<file path="src/rtl/tcs_defs.vh">
// tcs_defs.vh: register map, field positions, reset values and timing counts
// assumes: included by bare name from the serial slave and sequencer top design files
`ifndef TCS_DEFS_VH
`define TCS_DEFS_VH
// ========
// register map: byte address = {region, index, 2'b00}
`define TCS_RGN_CTRL 3'h0
`define TCS_RGN_RESULT 3'h1
`define TCS_RGN_THI 3'h2
`define TCS_RGN_TLO 3'h3
`define TCS_IDX_CONFIG 3'h0
`define TCS_IDX_STATUS 3'h1
`define TCS_IDX_SLVADDR 3'h2
`define TCS_OFS_BAD 8'hFC
// ========
// fields
`define TCS_CFG_START 0
`define TCS_CFG_AUTO 1
`define TCS_CFG_STOP 6
`define TCS_ST_SLEEP 6
`define TCS_ST_BUSY 7
`define TCS_ST_HI_LSB 8
`define TCS_ST_LO_LSB 16
// ========
// reset values
`define TCS_RST_CONFIG 8'h00
`define TCS_RST_RESULT 8'h00
`define TCS_RST_THI 8'h7F
`define TCS_RST_TLO 8'hC9
// ========
// serial side
`define TCS_SMB_ADDR_BASE 7'h18
`define TCS_CMD_START 8'h0F
`define TCS_RESP_OKAY 2'h0
`define TCS_RESP_SLVERR 2'h2
// ========
// timing
`define TCS_CAP_DELAY 2'h3
`define TCS_INTEG_MS 64
`define TCS_CLK_KHZ 100000
`define TCS_INTEG_CYC (`TCS_INTEG_MS * `TCS_CLK_KHZ)
`endif

</file>
<file path="src/rtl/tcs_alarm_cmp.v">
// tcs_alarm_cmp.v: per-channel window comparison of results against thresholds
// assumes: values are two's complement, one degree per step
`timescale 1ns/100ps
`default_nettype none

module tcs_alarm_cmp #(
    parameter NCH = 5
) (
    // packed channel values, channel 0 in the low byte
    input wire [8*NCH-1:0] temp_vec,
    input wire [8*NCH-1:0] thi_vec,
    input wire [8*NCH-1:0] tlo_vec,
    // flags
    output wire [NCH-1:0] over,
    output wire [NCH-1:0] under
);

genvar i;
generate
    for (i = 0; i < NCH; i = i + 1) begin : g_cmp
        // signed so that sub-zero readings order correctly
        assign over[i] = $signed(temp_vec[8*i +: 8]) > $signed(thi_vec[8*i +: 8]);
        assign under[i] = $signed(temp_vec[8*i +: 8]) < $signed(tlo_vec[8*i +: 8]);
    end
endgenerate

endmodule // tcs_alarm_cmp
`default_nettype wire

</file>
<file path="src/rtl/tcs_smb_slave.v">
// tcs_smb_slave.v: byte-protocol serial slave (write/read/send/receive byte)
// assumes: host drives the clock; pins arrive unsynchronised
`timescale 1ns/100ps
`default_nettype none
`include "tcs_defs.vh"

module tcs_smb_slave (
    // clock and reset
    input wire clk,
    input wire rst_n,
    // bus pins
    input wire scl_in,
    input wire sda_in,
    output reg sda_oe_n_reg,
    // register side
    input wire [6:0] own_addr,
    input wire [7:0] rd_byte,
    output reg [7:0] ptr_reg,
    output reg cmd_stb_reg,
    output reg wr_stb_reg,
    output reg [7:0] wr_byte_reg
);

localparam S_IDLE = 3'd0;
localparam S_RX = 3'd1;
localparam S_ACK = 3'd2;
localparam S_TX = 3'd3;
localparam S_WAIT = 3'd4;

// ========
// pin synchronisers
reg [1:0] scl_s_reg;
reg [1:0] sda_s_reg;
reg scl_d_reg;
reg sda_d_reg;
always @(posedge clk or negedge rst_n) begin
    if (!rst_n) begin
        scl_s_reg <= 2'b11;
        sda_s_reg <= 2'b11;
        scl_d_reg <= 1'b1;
        sda_d_reg <= 1'b1;
    end else begin
        scl_s_reg <= {scl_s_reg[0], scl_in};
        sda_s_reg <= {sda_s_reg[0], sda_in};
        scl_d_reg <= scl_s_reg[1];
        sda_d_reg <= sda_s_reg[1];
    end
end
wire scl = scl_s_reg[1];
wire sda = sda_s_reg[1];
wire scl_rise = scl & ~scl_d_reg;
wire scl_fall = ~scl & scl_d_reg;
wire start = scl & scl_d_reg & sda_d_reg & ~sda;
wire stop = scl & scl_d_reg & ~sda_d_reg & sda;

// ========
// byte engine
reg [2:0] state_reg;
reg [7:0] sh_reg;
reg [3:0] cnt_reg;
reg rw_reg;
reg addr_ph_reg;
reg first_reg;
always @(posedge clk or negedge rst_n) begin
    if (!rst_n) begin
        state_reg <= S_IDLE;
        sh_reg <= 8'h00;
        cnt_reg <= 4'h0;
        rw_reg <= 1'b0;
        addr_ph_reg <= 1'b0;
        first_reg <= 1'b0;
        sda_oe_n_reg <= 1'b1;
        ptr_reg <= 8'h00;
        cmd_stb_reg <= 1'b0;
        wr_stb_reg <= 1'b0;
        wr_byte_reg <= 8'h00;
    end else begin
        cmd_stb_reg <= 1'b0;
        wr_stb_reg <= 1'b0;
        // repeated start lands here too
        if (start) begin
            state_reg <= S_RX;
            cnt_reg <= 4'h0;
            addr_ph_reg <= 1'b1;
            sda_oe_n_reg <= 1'b1;
        end else if (stop) begin
            state_reg <= S_IDLE;
            sda_oe_n_reg <= 1'b1;
        end else begin
            case (state_reg)
                S_RX: begin
                    if (scl_rise) begin
                        sh_reg <= {sh_reg[6:0], sda};
                        cnt_reg <= cnt_reg + 4'h1;
                    end else if (scl_fall && cnt_reg == 4'h8) begin
                        cnt_reg <= 4'h0;
                        if (addr_ph_reg) begin
                            if (sh_reg[7:1] == own_addr) begin
                                rw_reg <= sh_reg[0];
                                first_reg <= ~sh_reg[0];
                                sda_oe_n_reg <= 1'b0;
                                state_reg <= S_ACK;
                            end else begin
                                state_reg <= S_WAIT;
                            end
                        end else begin
                            sda_oe_n_reg <= 1'b0;
                            state_reg <= S_ACK;
                            first_reg <= 1'b0;
                            if (first_reg) begin
                                ptr_reg <= sh_reg;
                                cmd_stb_reg <= 1'b1;
                            end else begin
                                wr_byte_reg <= sh_reg;
                                wr_stb_reg <= 1'b1;
                            end
                        end
                    end
                end
                S_ACK: begin
                    if (scl_fall) begin
                        addr_ph_reg <= 1'b0;
                        if (addr_ph_reg && rw_reg) begin
                            // receive byte returns the last selected register
                            sh_reg <= {rd_byte[6:0], 1'b0};
                            sda_oe_n_reg <= rd_byte[7];
                            cnt_reg <= 4'h1;
                            state_reg <= S_TX;
                        end else begin
                            sda_oe_n_reg <= 1'b1;
                            state_reg <= S_RX;
                        end
                    end
                end
                S_TX: begin
                    if (scl_fall) begin
                        if (cnt_reg == 4'h8) begin
                            sda_oe_n_reg <= 1'b1;
                            state_reg <= S_WAIT;
                        end else begin
                            sda_oe_n_reg <= sh_reg[7];
                            sh_reg <= {sh_reg[6:0], 1'b0};
                            cnt_reg <= cnt_reg + 4'h1;
                        end
                    end
                end
                S_WAIT, S_IDLE: begin
                end
                default: begin
                    state_reg <= S_IDLE;
                end
            endcase
        end
    end
end

endmodule // tcs_smb_slave
`default_nettype wire

</file>
<file path="src/rtl/tcs_seq_top.v">
// tcs_seq_top.v: conversion sequencer, result/threshold store, AXI4-Lite slave
// assumes: adc front end on clk holds a settled 8-bit reading for adc_chan_sel
//
// The address map and the AXI4-Lite slave port were left to the implementer.
`timescale 1ns/100ps
`default_nettype none
`include "tcs_defs.vh"

module tcs_seq_top #(
    parameter NUM_REMOTE = 4,
    parameter [31:0] INTEG_CYCLES = `TCS_INTEG_CYC
) (
    // clock and reset
    input wire clk,
    input wire nrst,
    // axi4-lite write
    input wire [7:0] s_axi_awaddr,
    input wire s_axi_awvalid,
    output reg s_axi_awready,
    input wire [31:0] s_axi_wdata,
    input wire [3:0] s_axi_wstrb,
    input wire s_axi_wvalid,
    output reg s_axi_wready,
    output reg [1:0] s_axi_bresp,
    output reg s_axi_bvalid,
    input wire s_axi_bready,
    // axi4-lite read
    input wire [7:0] s_axi_araddr,
    input wire s_axi_arvalid,
    output reg s_axi_arready,
    output reg [31:0] s_axi_rdata,
    output reg [1:0] s_axi_rresp,
    output reg s_axi_rvalid,
    input wire s_axi_rready,
    // serial pins
    input wire serial_clock_in,
    input wire serial_data_io_in,
    output reg serial_data_io_out,
    output wire serial_data_io_oe_n,
    // alert pin
    input wire alert_in,
    output reg alert_out,
    output reg alert_oe_n,
    // standby and address straps
    input wire hw_sleep_n,
    input wire slave_addr_select_lo,
    input wire slave_addr_select_hi,
    // adc front end
    input wire [7:0] adc_result_in,
    output reg [2:0] adc_chan_sel,
    output reg adc_enable
);

localparam NCH = NUM_REMOTE + 1;
localparam [1:0] S_IDLE = 2'b00;
localparam [1:0] S_CONV = 2'b01;
localparam [31:0] LAST_TICK = INTEG_CYCLES - 32'h1;
localparam [31:0] NCH_M1 = NCH - 1;
localparam [2:0] LAST_CH = NCH_M1[2:0];
localparam [7:0] CFG_MASK = ~(8'h01 << `TCS_CFG_START);

// ========
// reset release and pin synchronisers
reg [1:0] rst_sync_reg;
wire rst_n = rst_sync_reg[1];
always @(posedge clk or negedge nrst) begin
    if (!nrst) rst_sync_reg <= 2'b00;
    else rst_sync_reg <= {rst_sync_reg[0], 1'b1};
end

reg [2:0] pin_s0_reg;
reg [2:0] pin_s1_reg;
always @(posedge clk or negedge rst_n) begin
    if (!rst_n) begin
        pin_s0_reg <= 3'h0;
        pin_s1_reg <= 3'h0;
    end else begin
        pin_s0_reg <= {slave_addr_select_hi, slave_addr_select_lo, hw_sleep_n};
        pin_s1_reg <= pin_s0_reg;
    end
end

// ========
// address strap capture, once after reset
reg [1:0] cap_cnt_reg;
reg cap_done_reg;
reg [1:0] addr_sel_reg;
always @(posedge clk or negedge rst_n) begin
    if (!rst_n) begin
        cap_cnt_reg <= 2'h0;
        cap_done_reg <= 1'b0;
        addr_sel_reg <= 2'h0;
    end else if (!cap_done_reg) begin
        cap_cnt_reg <= cap_cnt_reg + 2'h1;
        // wait until the synchroniser holds real pin levels
        if (cap_cnt_reg == `TCS_CAP_DELAY) begin
            addr_sel_reg <= pin_s1_reg[2:1];
            cap_done_reg <= 1'b1;
        end
    end
end
wire [6:0] own_addr = `TCS_SMB_ADDR_BASE + {5'h00, addr_sel_reg};

// ========
// storage
reg [7:0] cfg_reg;
reg [7:0] res_reg [0:NCH-1];
reg [7:0] thi_reg [0:NCH-1];
reg [7:0] tlo_reg [0:NCH-1];
reg [7:0] stage_reg [0:NCH-1];
reg [NCH-1:0] over_reg;
reg [NCH-1:0] under_reg;
reg [1:0] state_reg;
reg [31:0] timer_reg;
reg busy_reg;
reg commit_reg;
reg start_pend_reg;
wire [NCH-1:0] over_w;
wire [NCH-1:0] under_w;
wire [8*NCH-1:0] stage_vec;
wire [8*NCH-1:0] thi_vec;
wire [8*NCH-1:0] tlo_vec;
// pin low overrides software; stop bit is the software standby
wire running = pin_s1_reg[0] & ~cfg_reg[`TCS_CFG_STOP];

genvar g;
generate
    for (g = 0; g < NCH; g = g + 1) begin : g_flat
        assign stage_vec[8*g +: 8] = stage_reg[g];
        assign thi_vec[8*g +: 8] = thi_reg[g];
        assign tlo_vec[8*g +: 8] = tlo_reg[g];
    end
endgenerate

// compared on staged data so flags land with the results
tcs_alarm_cmp #(.NCH(NCH)) u_cmp (
    .temp_vec(stage_vec),
    .thi_vec(thi_vec),
    .tlo_vec(tlo_vec),
    .over(over_w),
    .under(under_w)
);

// ========
// decode
function addr_hit;
    input [7:0] a;
    begin
        addr_hit = (a[1:0] == 2'b00) &&
            ((a[7:5] == `TCS_RGN_CTRL && a[4:2] <= `TCS_IDX_SLVADDR) ||
             ((a[7:5] == `TCS_RGN_RESULT || a[7:5] == `TCS_RGN_THI ||
               a[7:5] == `TCS_RGN_TLO) && a[4:2] <= LAST_CH));
    end
endfunction

function [31:0] rd_word;
    input [7:0] a;
    reg [31:0] w;
    begin
        w = 32'h0;
        if (addr_hit(a)) begin
            case (a[7:5])
                `TCS_RGN_CTRL: begin
                    if (a[4:2] == `TCS_IDX_CONFIG) w[7:0] = cfg_reg;
                    else if (a[4:2] == `TCS_IDX_SLVADDR) w[6:0] = own_addr;
                    else begin
                        w[`TCS_ST_BUSY] = busy_reg;
                        w[`TCS_ST_SLEEP] = ~running;
                        w[`TCS_ST_HI_LSB +: NCH] = over_reg;
                        w[`TCS_ST_LO_LSB +: NCH] = under_reg;
                    end
                end
                `TCS_RGN_RESULT: w[7:0] = res_reg[a[4:2]];
                `TCS_RGN_THI: w[7:0] = thi_reg[a[4:2]];
                `TCS_RGN_TLO: w[7:0] = tlo_reg[a[4:2]];
                default: w = 32'h0;
            endcase
        end
        rd_word = w;
    end
endfunction

// serial command byte {0, region, 0, index} maps onto the bus map
function [7:0] smb_addr;
    input [7:0] c;
    begin
        smb_addr = (c[7] | c[3]) ? `TCS_OFS_BAD : {c[6:4], c[2:0], 2'b00};
    end
endfunction

// ========
// serial slave
wire [7:0] smb_ptr;
wire smb_cmd_stb;
wire smb_wr_stb;
wire [7:0] smb_wr_byte;
wire [7:0] smb_waddr = smb_addr(smb_ptr);
wire [31:0] smb_rd_word = rd_word(smb_waddr);

tcs_smb_slave u_smb (
    .clk(clk),
    .rst_n(rst_n),
    .scl_in(serial_clock_in),
    .sda_in(serial_data_io_in),
    .sda_oe_n_reg(serial_data_io_oe_n),
    .own_addr(own_addr),
    .rd_byte(smb_rd_word[7:0]),
    .ptr_reg(smb_ptr),
    .cmd_stb_reg(smb_cmd_stb),
    .wr_stb_reg(smb_wr_stb),
    .wr_byte_reg(smb_wr_byte)
);

// ========
// write port, AXI write wins a same-cycle clash with a serial write
reg aw_have_reg;
reg w_have_reg;
reg [7:0] awaddr_q_reg;
reg [7:0] wdata_q_reg;
reg wstrb0_q_reg;
wire axi_do = aw_have_reg & w_have_reg & ~s_axi_bvalid;
wire we_axi = axi_do & wstrb0_q_reg & addr_hit(awaddr_q_reg);
wire we = we_axi | (smb_wr_stb & addr_hit(smb_waddr));
wire [7:0] wa = we_axi ? awaddr_q_reg : smb_waddr;
wire [7:0] wd = we_axi ? wdata_q_reg : smb_wr_byte;
wire wr_cfg = we && wa[7:5] == `TCS_RGN_CTRL && wa[4:2] == `TCS_IDX_CONFIG;
wire start_req = (wr_cfg & wd[`TCS_CFG_START]) |
    (smb_cmd_stb & (smb_ptr == `TCS_CMD_START));
wire take = (state_reg == S_IDLE) && running && !commit_reg &&
    (start_pend_reg || cfg_reg[`TCS_CFG_AUTO]);

// ========
// sequencer
always @(posedge clk or negedge rst_n) begin
    if (!rst_n) begin
        state_reg <= S_IDLE;
        timer_reg <= 32'h0;
        busy_reg <= 1'b0;
        commit_reg <= 1'b0;
        start_pend_reg <= 1'b0;
        adc_chan_sel <= 3'h0;
        adc_enable <= 1'b0;
    end else begin
        // a new request wins over the clear by take; dropped in standby
        start_pend_reg <= running & (start_req | (start_pend_reg & ~take));
        commit_reg <= 1'b0;
        case (state_reg)
            S_IDLE: begin
                busy_reg <= 1'b0;
                if (take) begin
                    state_reg <= S_CONV;
                    timer_reg <= 32'h0;
                    adc_chan_sel <= 3'h0;
                    adc_enable <= 1'b1;
                    busy_reg <= 1'b1;
                end
            end
            S_CONV: begin
                if (!running) begin
                    // abandon: staged data never reaches the results
                    state_reg <= S_IDLE;
                    adc_enable <= 1'b0;
                end else if (timer_reg == LAST_TICK) begin
                    stage_reg[adc_chan_sel] <= adc_result_in;
                    timer_reg <= 32'h0;
                    if (adc_chan_sel == LAST_CH) begin
                        state_reg <= S_IDLE;
                        adc_enable <= 1'b0;
                        commit_reg <= 1'b1;
                    end else begin
                        adc_chan_sel <= adc_chan_sel + 3'h1;
                    end
                end else begin
                    timer_reg <= timer_reg + 32'h1;
                end
            end
            default: begin
                state_reg <= S_IDLE;
            end
        endcase
    end
end

// ========
// registers seen by software
integer i;
always @(posedge clk or negedge rst_n) begin
    if (!rst_n) begin
        cfg_reg <= `TCS_RST_CONFIG;
        over_reg <= {NCH{1'b0}};
        under_reg <= {NCH{1'b0}};
        for (i = 0; i < NCH; i = i + 1) begin
            res_reg[i] <= `TCS_RST_RESULT;
            thi_reg[i] <= `TCS_RST_THI;
            tlo_reg[i] <= `TCS_RST_TLO;
        end
    end else begin
        if (wr_cfg) cfg_reg <= wd & CFG_MASK;
        if (we && wa[7:5] == `TCS_RGN_THI) thi_reg[wa[4:2]] <= wd;
        if (we && wa[7:5] == `TCS_RGN_TLO) tlo_reg[wa[4:2]] <= wd;
        // only a completed run touches results; standby leaves all in place
        if (commit_reg) begin
            for (i = 0; i < NCH; i = i + 1) res_reg[i] <= stage_reg[i];
            over_reg <= over_w;
            under_reg <= under_w;
        end
    end
end

// ========
// open-drain pin drive
always @(posedge clk or negedge rst_n) begin
    if (!rst_n) begin
        alert_out <= 1'b0;
        alert_oe_n <= 1'b1;
        serial_data_io_out <= 1'b0;
    end else begin
        alert_out <= 1'b0;
        alert_oe_n <= ~(|over_reg | |under_reg);
        serial_data_io_out <= 1'b0;
    end
end

// ========
// axi4-lite slave, one write and one read at a time
always @(posedge clk or negedge rst_n) begin
    if (!rst_n) begin
        s_axi_awready <= 1'b1;
        s_axi_wready <= 1'b1;
        s_axi_bvalid <= 1'b0;
        s_axi_bresp <= `TCS_RESP_OKAY;
        s_axi_arready <= 1'b1;
        s_axi_rvalid <= 1'b0;
        s_axi_rresp <= `TCS_RESP_OKAY;
        s_axi_rdata <= 32'h0;
        aw_have_reg <= 1'b0;
        w_have_reg <= 1'b0;
        awaddr_q_reg <= 8'h00;
        wdata_q_reg <= 8'h00;
        wstrb0_q_reg <= 1'b0;
    end else begin
        if (s_axi_awvalid && s_axi_awready) begin
            aw_have_reg <= 1'b1;
            awaddr_q_reg <= s_axi_awaddr;
            s_axi_awready <= 1'b0;
        end
        if (s_axi_wvalid && s_axi_wready) begin
            w_have_reg <= 1'b1;
            wdata_q_reg <= s_axi_wdata[7:0];
            wstrb0_q_reg <= s_axi_wstrb[0];
            s_axi_wready <= 1'b0;
        end
        if (axi_do) begin
            aw_have_reg <= 1'b0;
            w_have_reg <= 1'b0;
            s_axi_bvalid <= 1'b1;
            s_axi_bresp <= addr_hit(awaddr_q_reg) ? `TCS_RESP_OKAY : `TCS_RESP_SLVERR;
        end
        if (s_axi_bvalid && s_axi_bready) begin
            s_axi_bvalid <= 1'b0;
            s_axi_awready <= 1'b1;
            s_axi_wready <= 1'b1;
        end
        if (s_axi_arvalid && s_axi_arready) begin
            s_axi_arready <= 1'b0;
            s_axi_rvalid <= 1'b1;
            s_axi_rdata <= rd_word(s_axi_araddr);
            s_axi_rresp <= addr_hit(s_axi_araddr) ? `TCS_RESP_OKAY : `TCS_RESP_SLVERR;
        end
        if (s_axi_rvalid && s_axi_rready) begin
            s_axi_rvalid <= 1'b0;
            s_axi_arready <= 1'b1;
        end
    end
end

endmodule // tcs_seq_top
`default_nettype wire

</file>
<file path="config.mk">
export PLATFORM = sky130hd
export DESIGN_NAME = tcs_seq_top
export DESIGN_NICKNAME = d
export VERILOG_FILES = /design/src/rtl/tcs_alarm_cmp.v /design/src/rtl/tcs_smb_slave.v /design/src/rtl/tcs_seq_top.v
export VERILOG_INCLUDE_DIRS = /design/src /design/src/rtl
export SDC_FILE = /design/constraint.sdc
export NUM_CORES = 1
export LEC_CHECK = 0
export BUFFER_PORTS_ARGS = -buffer_cell sky130_fd_sc_hd__clkbuf_2
export CAP_MARGIN = 10
export CORE_UTILIZATION = 61
export DETAILED_ROUTE_END_ITERATION = 6
export MAX_ROUTING_LAYER = met4
export PLACE_DENSITY_LB_ADDON = 0.15
export RECOVER_POWER = 100
export SLEW_MARGIN = 20
export SYNTH_ARGS = -nofsm -noshare
export SYNTH_HDL_FRONTEND = slang
export SYNTH_SLANG_ARGS = --single-unit
</file>
<file path="constraint.sdc">
create_clock -name clk -period 9.2 [get_ports clk]
set_input_delay 0.92 -clock clk [delete_from_list [all_inputs] [get_ports clk]]
set_output_delay 0.92 -clock clk [all_outputs]
set_load 0.03 [all_outputs]
</file>
Word-level counts from Yosys, hierarchy flattened:

Memories as Yosys holds them, arrays and structs flattened.
Cells that the tools add are included.
W data, S select, Z words.

* word-level logic and storage cells: 398
* memories kept: 1
* bits in read-only memories: 0
* latch bits: 0
* register bits after elaboration: 295
* bits in writable memories: 40

* $lt $le $gt $ge: 20
* divide/modulo/power cells: 0
* bitwise operators: 41
* mux-type cells: 145
* equality and inequality tests: 49
* reduce and logical (&&, ||, !) cells: 77
* $mul: 0
* $add $sub $neg: 5
* shift-type cells: 0

Memory list
* stage_reg: words 5, width 8, rd ports 5, clocked after Yosys merged registers in 0, wr ports 1, line tcs_seq_top.v:110 `reg [7:0] stage_reg [0:NCH-1];`

Operators with widths (number)
* $mux W8: 24
* $bmux W8 S3: 6
* $mux W32: 3
* $bwmux W40: 2
* $pmux W32 S2: 1
* $pmux W8 S4: 2
* $mux W1: 61
* $gt A8 B8 Y1: 5
* $lt A8 B8 Y1: 5
* $mux W3: 13
* $eq A3 B2 Y1 const B: 12
* $add A32 B1 Y32 const B: 1
* $eq A32 B23 Y1 const B: 1
* $mux W4: 8
* $reduce_and A7 Y1: 4
* $logic_and A1 B1 Y1: 25
* $mux W5: 5
* $demux W8 S3: 1
* $logic_not A3 Y1: 8
* $mux W6: 4
* $pmux W8 S3: 1
* $mux W21: 1
* $ne A4 B1 Y1 const B: 5
* $reduce_and A6 Y1: 3
* other kinds (47): 136

Depth between registers and ports, before layout:

Gate-level depths: netlist of the first run.

* depth in word-level cells: 16
* depth in mapped cells: 9

Hierarchy:

A second synthesis of the first run with hierarchy kept.

* cell total of the unflattened synthesis: 1649
* area, all modules: 18072.3 sq um

Modules (own cells, without submodules)
* tcs_seq_top: instances 1, seq. area each 7130.6 sq um, area an instance 13984.7 sq um, cells an instance 1193
* tcs_smb_slave: instances 1, seq. area each 1084.8 sq um, area an instance 2169.6 sq um, cells an instance 190
* tcs_alarm_cmp: instances 1, seq. area each 0.0 sq um, area an instance 1918.1 sq um, cells an instance 266

Worst setup path before layout of the first run:

OpenSTA, ideal clock, no wires.

* kind: register to register
* start: register rst_sync_reg[1]
* end: memory stage_reg[0][0], enable pin
* slack: 0.998 ns
* clock period less this slack: 8.202 ns
* stages on the path, launching flop included: 4
* data arrival time: 7.818 ns
* library setup time: 0.383 ns
* buffers on the path: 0
* cell sequence: dfrtp_1 -> nand3_1 -> or3_4 -> nor3_1

* longest elaborated chain between the ends: 2

Ends and longest elaborated chain
* from (decl): line tcs_seq_top.v:64 `reg [1:0] rst_sync_reg;`
* from (signal assigned): line tcs_seq_top.v:68 `else rst_sync_reg <= {rst_sync_reg[0], 1'b1};`
* $logic_and A1 B1 Y1 (implied by the code): line tcs_seq_top.v:264 `stage_reg[adc_chan_sel] <= adc_result_in;`
* $mux W1 (implied by the code): line tcs_seq_top.v:264
* to (decl): line tcs_seq_top.v:110

Every way passes these cells.

Worst setup path in the final report of the first run:

* start: register commit_reg
* end: register adc_chan_sel[2]

* longest elaborated chain between the ends: 5

Ends and longest elaborated chain
* from (decl): line tcs_seq_top.v:116 `reg commit_reg;`
* from (signal assigned): line tcs_seq_top.v:239 `commit_reg <= 1'b0;`
* from (signal assigned): line tcs_seq_top.v:246 `commit_reg <= 1'b0;`
* from (signal assigned): line tcs_seq_top.v:269 `commit_reg <= 1'b1;`
* $logic_not A1 Y1: line tcs_seq_top.v:229 `wire take = (state_reg == S_IDLE) && running && !commit_reg &&`
* $logic_and A1 B1 Y1 (2 in series): line tcs_seq_top.v:229
* $ne A2 B2 Y1 (no line)
* $reduce_and A5 Y1 (no line)
* to (signal assigned): line tcs_seq_top.v:271 `adc_chan_sel <= adc_chan_sel + 3'h1;`
* to (decl): line tcs_seq_top.v:50 `output reg [2:0] adc_chan_sel,`

Every way passes these cells.
A chain may end at the register's enable or synchronous reset.

==> out/metrics.cfg, run 1 <==
[run_status]
outcome=finished with violations
violations=max-capacitance violations, max-slew violations

[logic_synthesis]
yosysWarnings=0
syn_inst=1540
async_flop_share_pct=87.38
yosysUniqueCellTypes=84
synth_edf_count=40
postSynth.topFlopCell=dfrtp_1
avgSynthCellArea_sq_um=11.20
synth.area.top_cells=dfrtp_1, dfstp_2, mux2_2, edfxtp_1, ha_1
yosysTopAreaCell=dfrtp_1
synthesis.area_sq_um=17250
synth-seq-cells=317
synth_top_area_share_pct=30.61
ys_seq_area_share_pct=47.63

[clock_tree]
cts_buffer_depth=3
clock_latency_ns=0.53
cts.clk_slew.worst_paths_ns=0.06
cts.sinks=317
ctsHoldBuffers=0
cts_tree=built
htree_num_levels=2
cts_resized=0
cts_buffers=36
cts_root_buffer=clkbuf_16
post_cts_buffers=0

[setup_path]
cp-end-kind=flip-flop
critPathArrivalTime_ns=5.64
start_kind=flip-flop
required_ns=9.61
critical_path_class=reg2reg
cp_max_fo=69

[power]
ir_drop_v=0.0001323
powerDensity_nw_per_um2=175.1
finalPower_uw=3314
leakage_uw=0.008118

[routing]
first_iter_violations=1004
drc=0
routed_wl_um=45500
dr.pass1.iters=5
vias=12770
post_drt_wl_per_cell_um=22.69
routed_via_density=6.367
antenna_left=0

[timing]
setup_ws_ns=3.971
finalCritPeriodShare_pct=56.84
max_freq_mhz=191.2
layout_min_cycle_time_ns=5.229
slew_violations=241
setup_violations=0
rsz0062_at_grt=false
hold_violations=0
holdWs_ns=0.1699
tightestPinTransition_ns=3.447
setup-tns-final_ns=0
max-slew-margin-rel_pct=-129.8
clock_skew_ns=0.01420

[finish]
mostFrequentLayoutCells=dfrtp_1, mux2_2, inv_1
nNetsFinal=1753
layout_commonest_cell=dfrtp_1
fill_cells=2181
syn2layout_area_growth_pct=9.727
drive_gt1_share_pct=21.45
insertedDiodeCount=0
final_area_sq_um=18930

[global_route]
grt_pass1_wl_um=70740
grt_pass1_vias=12480
grt_start_max_net_pins=153
grt.overflow.total=0
antenna_found_initial=0
gr-usage-all-layers_pct=33.44

[die]
die_y_um=170.2
pin_count=122
core_area_sq_um=27780
fp-row-count=61
start_util_pct=62.09
dieWidth_um=170.2
die_area_sq_um=28950

[place]
dp_slack_ns=5.927
dp.final_hpwl_um=32330
place.gp.congestion=0.9745
io_buffer_count=75
dpl_cell_area_sq_um=17900

[min_path]
min_path_type=in2async

[run]
max_cap_violations=6

[cells in the mapped netlist, drive strengths merged, types with 4 or more instances]
| cell | number |
|---|---|
| nor2 | 104 |
| o21ai | 83 |
| mux2 | 171 |
| nand2 | 92 |
| o311ai | 8 |
| o22ai | 18 |
| a21oi | 37 |
| nand3b | 4 |
| or3 | 13 |
| o2111ai | 4 |
| edfxtp | 40 |
| o31ai | 10 |
| xor2 | 12 |
| clkbuf | 40 |
| mux4 | 31 |
| or2 | 6 |
| nand3 | 44 |
| nand4 | 15 |
| a32o | 4 |
| a22o | 14 |
| dfrtp | 211 |
| nand2b | 15 |
| buf | 48 |
| nor3 | 28 |
| o21bai | 6 |
| o22a | 5 |
| o211ai | 21 |
| inv | 107 |
| nor2b | 14 |
| nor4 | 11 |
| a21o | 18 |
| o21a | 13 |
| a211oi | 22 |
| and3 | 9 |
| mux2i | 37 |
| dfstp | 66 |
| a31oi | 6 |
| ha | 81 |
| xnor2 | 21 |
| a221oi | 4 |
[critical path, cell delays in order, from the launching register on]
cell and delay [ns]:
dfrtp_2 0.38, clkbuf_1 1.23, o21ba_1 0.70, o21ai_0 0.26, a21oi_1 2.06, nand4_1 0.19, and3_1 0.29
[per-stage QoR]
stage,utilization (%),instances
4_1_cts,68.75,2005
3_5_place_dp,64.42,1939
5_1_grt,68.13,2005
3_3_place_gp,64.42,1939
6_report,68.13,2005
2_1_floorplan,-,1557
[worst paths after layout]
check	from	endpoint	slack [ns]	depth (start not counted)
worst min register to register	pin_s0_reg[1]$_DFF_PN0_	pin_s1_reg[1]$_DFF_PN0_	0.35	0
max in group asynchronous	rst_sync_reg[1]$_DFF_PN0_	commit_reg$_DFF_PN0_	6.39	1
worst max-delay path	commit_reg$_DFF_PN0_	adc_chan_sel[2]$_DFFE_PN0P_	3.97	6
worst min-delay path	nrst	rst_sync_reg[0]$_DFF_PN0_	0.17	1
min in group clk	pin_s0_reg[1]$_DFF_PN0_	pin_s1_reg[1]$_DFF_PN0_	0.35	0
worst max register to register	commit_reg$_DFF_PN0_	adc_chan_sel[2]$_DFFE_PN0P_	3.97	6
[cells by family after synthesis]
logic type / Yosys count / synth area share [%]
compound gates: 298 / 11.85
xor+xnor: 33 / 1.676
flops: 317 / 47.63
simple gates: 375 / 10.79
mux: 239 / 17.36
fa+ha+maj: 81 / 5.876
buf+inv: 195 / 4.780
other cells: 2 / 0.04354
[layout make-up]
type                            instances  area (sq um)  share of cell area [%]
Timing Repair Buffer                   92         436.7                   2.307
Multi-Input combinational cell       1045          8194                   43.29
Tap cell                              378         473.0                   2.499
Clock buffer                           47          1023                   5.408
Sequential cell                       317          8218                   43.42
Inverter                              107         401.6                   2.122
Clock inverter                         19         180.2                  0.9519
[routing by layer]
| layer | track usage [%] | share of wire, % | routed length, um | vias to the layer above |
|---|---|---|---|---|
| met4 | 13.71 | 4.0 | 1825 | 0 |
| met1 | 44.90 | 42 | 19270 | 6410 |
| met3 | 7.535 | 8.8 | 3993 | 132 |
| met5 | - | 0 | 0 | - |
| li1 | - | - | - | 5699 |
| met2 | 49.22 | 45 | 20400 | 525 |
[report_power, final]
part           switching (uW)  internal [uW]  total [uW]
logic                     155            109         263
registers                95.3           1500        1600
clock network             584            871        1450
No activity file was read; power rests on OpenSTA's default activity.
==> run 2, diff against run 1 <==
==> constraint.sdc (replaced) <==
create_clock -name clk -period 5.2 [get_ports clk]
set_input_delay 0.52 -clock clk [delete_from_list [all_inputs] [get_ports clk]]
set_output_delay 0.52 -clock clk [all_outputs]
set_load 0.03 [all_outputs]
==> out/metrics.cfg, run 2 (synthesis gave the netlist of run 1 again) <==
[routing]
antenna_left=0  ; unchanged
routed_wl_um=46320  ; +1.8%
drc=0  ; unchanged
dr.pass1.iters=6  ; +1
post_drt_wl_per_cell_um=23.08  ; +1.7%
routed_via_density=6.315  ; -0.82%
first_iter_violations=1145  ; +14%
vias=12670  ; -0.72%

[global_route]
grt_pass1_wl_um=71540  ; +1.1%
antenna_found_initial=0  ; unchanged
gr-usage-all-layers_pct=34.23  ; +0.79 points
grt_pass1_vias=12340  ; -1.2%
grt_start_max_net_pins=171  ; +12%
grt.overflow.total=0  ; unchanged

[timing]
clock_skew_ns=0.009725  ; -0.004478 ns
hold_violations=0  ; unchanged
setup_violations=0  ; unchanged
layout_min_cycle_time_ns=4.035  ; -1.195 ns
tightestPinTransition_ns=1.808  ; -1.639 ns
slew_violations=131  ; -46%
max_freq_mhz=247.9  ; +30%
finalCritPeriodShare_pct=77.59  ; +21 points
setup-tns-final_ns=0  ; unchanged
max-slew-margin-rel_pct=-20.55  ; +110 points
rsz0062_at_grt=false

[clock_tree]
cts.sinks=317  ; unchanged
htree_num_levels=2  ; unchanged
ctsHoldBuffers=1  ; +1
cts_buffers=36  ; unchanged
post_cts_buffers=0  ; unchanged
clock_latency_ns=0.53  ; about the same
cts_buffer_depth=3  ; unchanged
cts_resized=0  ; unchanged
cts_tree=built
cts.clk_slew.worst_paths_ns=0.06  ; about the same
cts_root_buffer=clkbuf_16

[min_path]
holdCritStartpoint=serial_data_io_in
min_path_cells=1
min_path_type=in2reg
whs_endpoint=u_smb.sda_s_reg[0]$_DFF_PN1_

[finish]
final_util_pct=68.32  ; +0.19 points
insertedDiodeCount=0  ; unchanged
nNetsFinal=1755  ; +0.11%
mostFrequentLayoutCells=dfrtp_1, mux2_2, inv_1
drive_gt1_share_pct=21.30  ; -0.15 points
final_area_sq_um=18980  ; +0.28%
layout_commonest_cell=dfrtp_1
syn2layout_area_growth_pct=10.04
fill_cells=2127  ; -2.5%

[die]
start_util_pct=62.09  ; unchanged
fp-row-count=61  ; unchanged
die_area_sq_um=28950  ; unchanged
dieWidth_um=170.2  ; unchanged
die_y_um=170.2  ; unchanged
pin_count=122  ; unchanged
core_area_sq_um=27780  ; unchanged

[setup_path]
max_stage_delay_ns=1.31  ; -0.75 ns
path_cells=clkbuf_1, mux4_2, nand2_1, nand2_1, a22o_1, o31ai_1, a31oi_1
r2r-start=u_smb.ptr_reg[0]$_DFFE_PN0P_
start_kind=flip-flop
cp_common_cell=nand2_1
critPathArrivalTime_ns=4.46  ; -1.18 ns
rr_endpoint=u_smb.sda_oe_n_reg$_DFFE_PN1P_
cp-end-kind=flip-flop
required_ns=5.63  ; -3.98 ns
rr_worst_depth=7  ; +1
critical_path_class=reg2reg
cp-startpoint=u_smb.ptr_reg[0]$_DFFE_PN0P_
slowest_stage=dfrtp_1
r2r_slack_ns=1.17  ; -2.81 ns
cp_max_fo=39  ; -43%

[power]
ir_drop_v=0.0002850  ; +120%
leakage_uw=0.008133  ; +0.18%
powerDensity_nw_per_um2=313.0  ; +79%

[place]
dpl_cell_area_sq_um=17900  ; about the same
dp.final_hpwl_um=33050  ; +2.2%
place.gp.congestion=1.057  ; +8.4%
io_buffer_count=75  ; unchanged

[run]
max_cap_violations=3  ; -3

[run_status]
outcome=finished with violations
violations=max-capacitance violations, max-slew violations

-- run 2: metrics by stage --
stage               std cells  power, uW  setup WS (ns)  hold slack (ns)
floorplan                1557       3183          1.282           0.2244
global placement         1940       3335          2.030           0.3063
detailed placement       1940       3356          1.994           0.3078
CTS                      2007       5977          1.977          0.07014
global route             2007       6141         0.9185          0.07126
finish                   2007       5941          1.165          0.07783
-- run 2: critical path, delay by kind of cell (launching register included) --
family          cells  cell delay, ns
flops               1            1.31
buf+inv             1            1.00
compound gates      3            0.66
mux                 1            0.63
simple gates        2            0.30
-- run 2: worst max path at each step --
stage | endpoint | slack, ns | cells after the start
floorplan | stage_reg[0][0]$_DFFE_PP_ | 1.28 | 3
global placement | stage_reg[3][7]$_DFFE_PP_ | 2.03 | 6
detailed placement | stage_reg[3][7]$_DFFE_PP_ | 1.99 | 6
CTS | stage_reg[3][0]$_DFFE_PP_ | 1.98 | 6
global route | u_smb.sda_oe_n_reg$_DFFE_PN1P_ | 0.92 | 7
finish | u_smb.sda_oe_n_reg$_DFFE_PN1P_ | 1.17 | 7
-- run 2: power breakdown --
| part | internal [uW] | switching [uW] |
|---|---|---|
| clock network | 1600 | 1030 |
| registers | 2650 | 179 |
| logic | 192 | 282 |
| total | 4450 | 1500 |
-- run 2: final cells by class --
| class | instances | area, sq um | area share [%] |
|---|---|---|---|
| clock buffers | 46 | 989.7 | 5.214 |
| clock inverters | 20 | 231.5 | 1.220 |
| inverters | 107 | 401.6 | 2.116 |
| multi-input cells | 1045 | 8223 | 43.32 |
| flip-flops and latches | 317 | 8217 | 43.29 |
| well taps | 378 | 473.0 | 2.492 |
| repair buffers | 94 | 445.4 | 2.347 |
-- run 2: routing by layer --
layer / vias up / track usage, % / part of all wire, %
met5: - / - / 0
met2: 520 / 50.96 / 45
met1: 6338 / 46.26 / 43
met3: 113 / 6.977 / 7.9
met4: 0 / 13.24 / 3.9
li1: 5703 / - / -
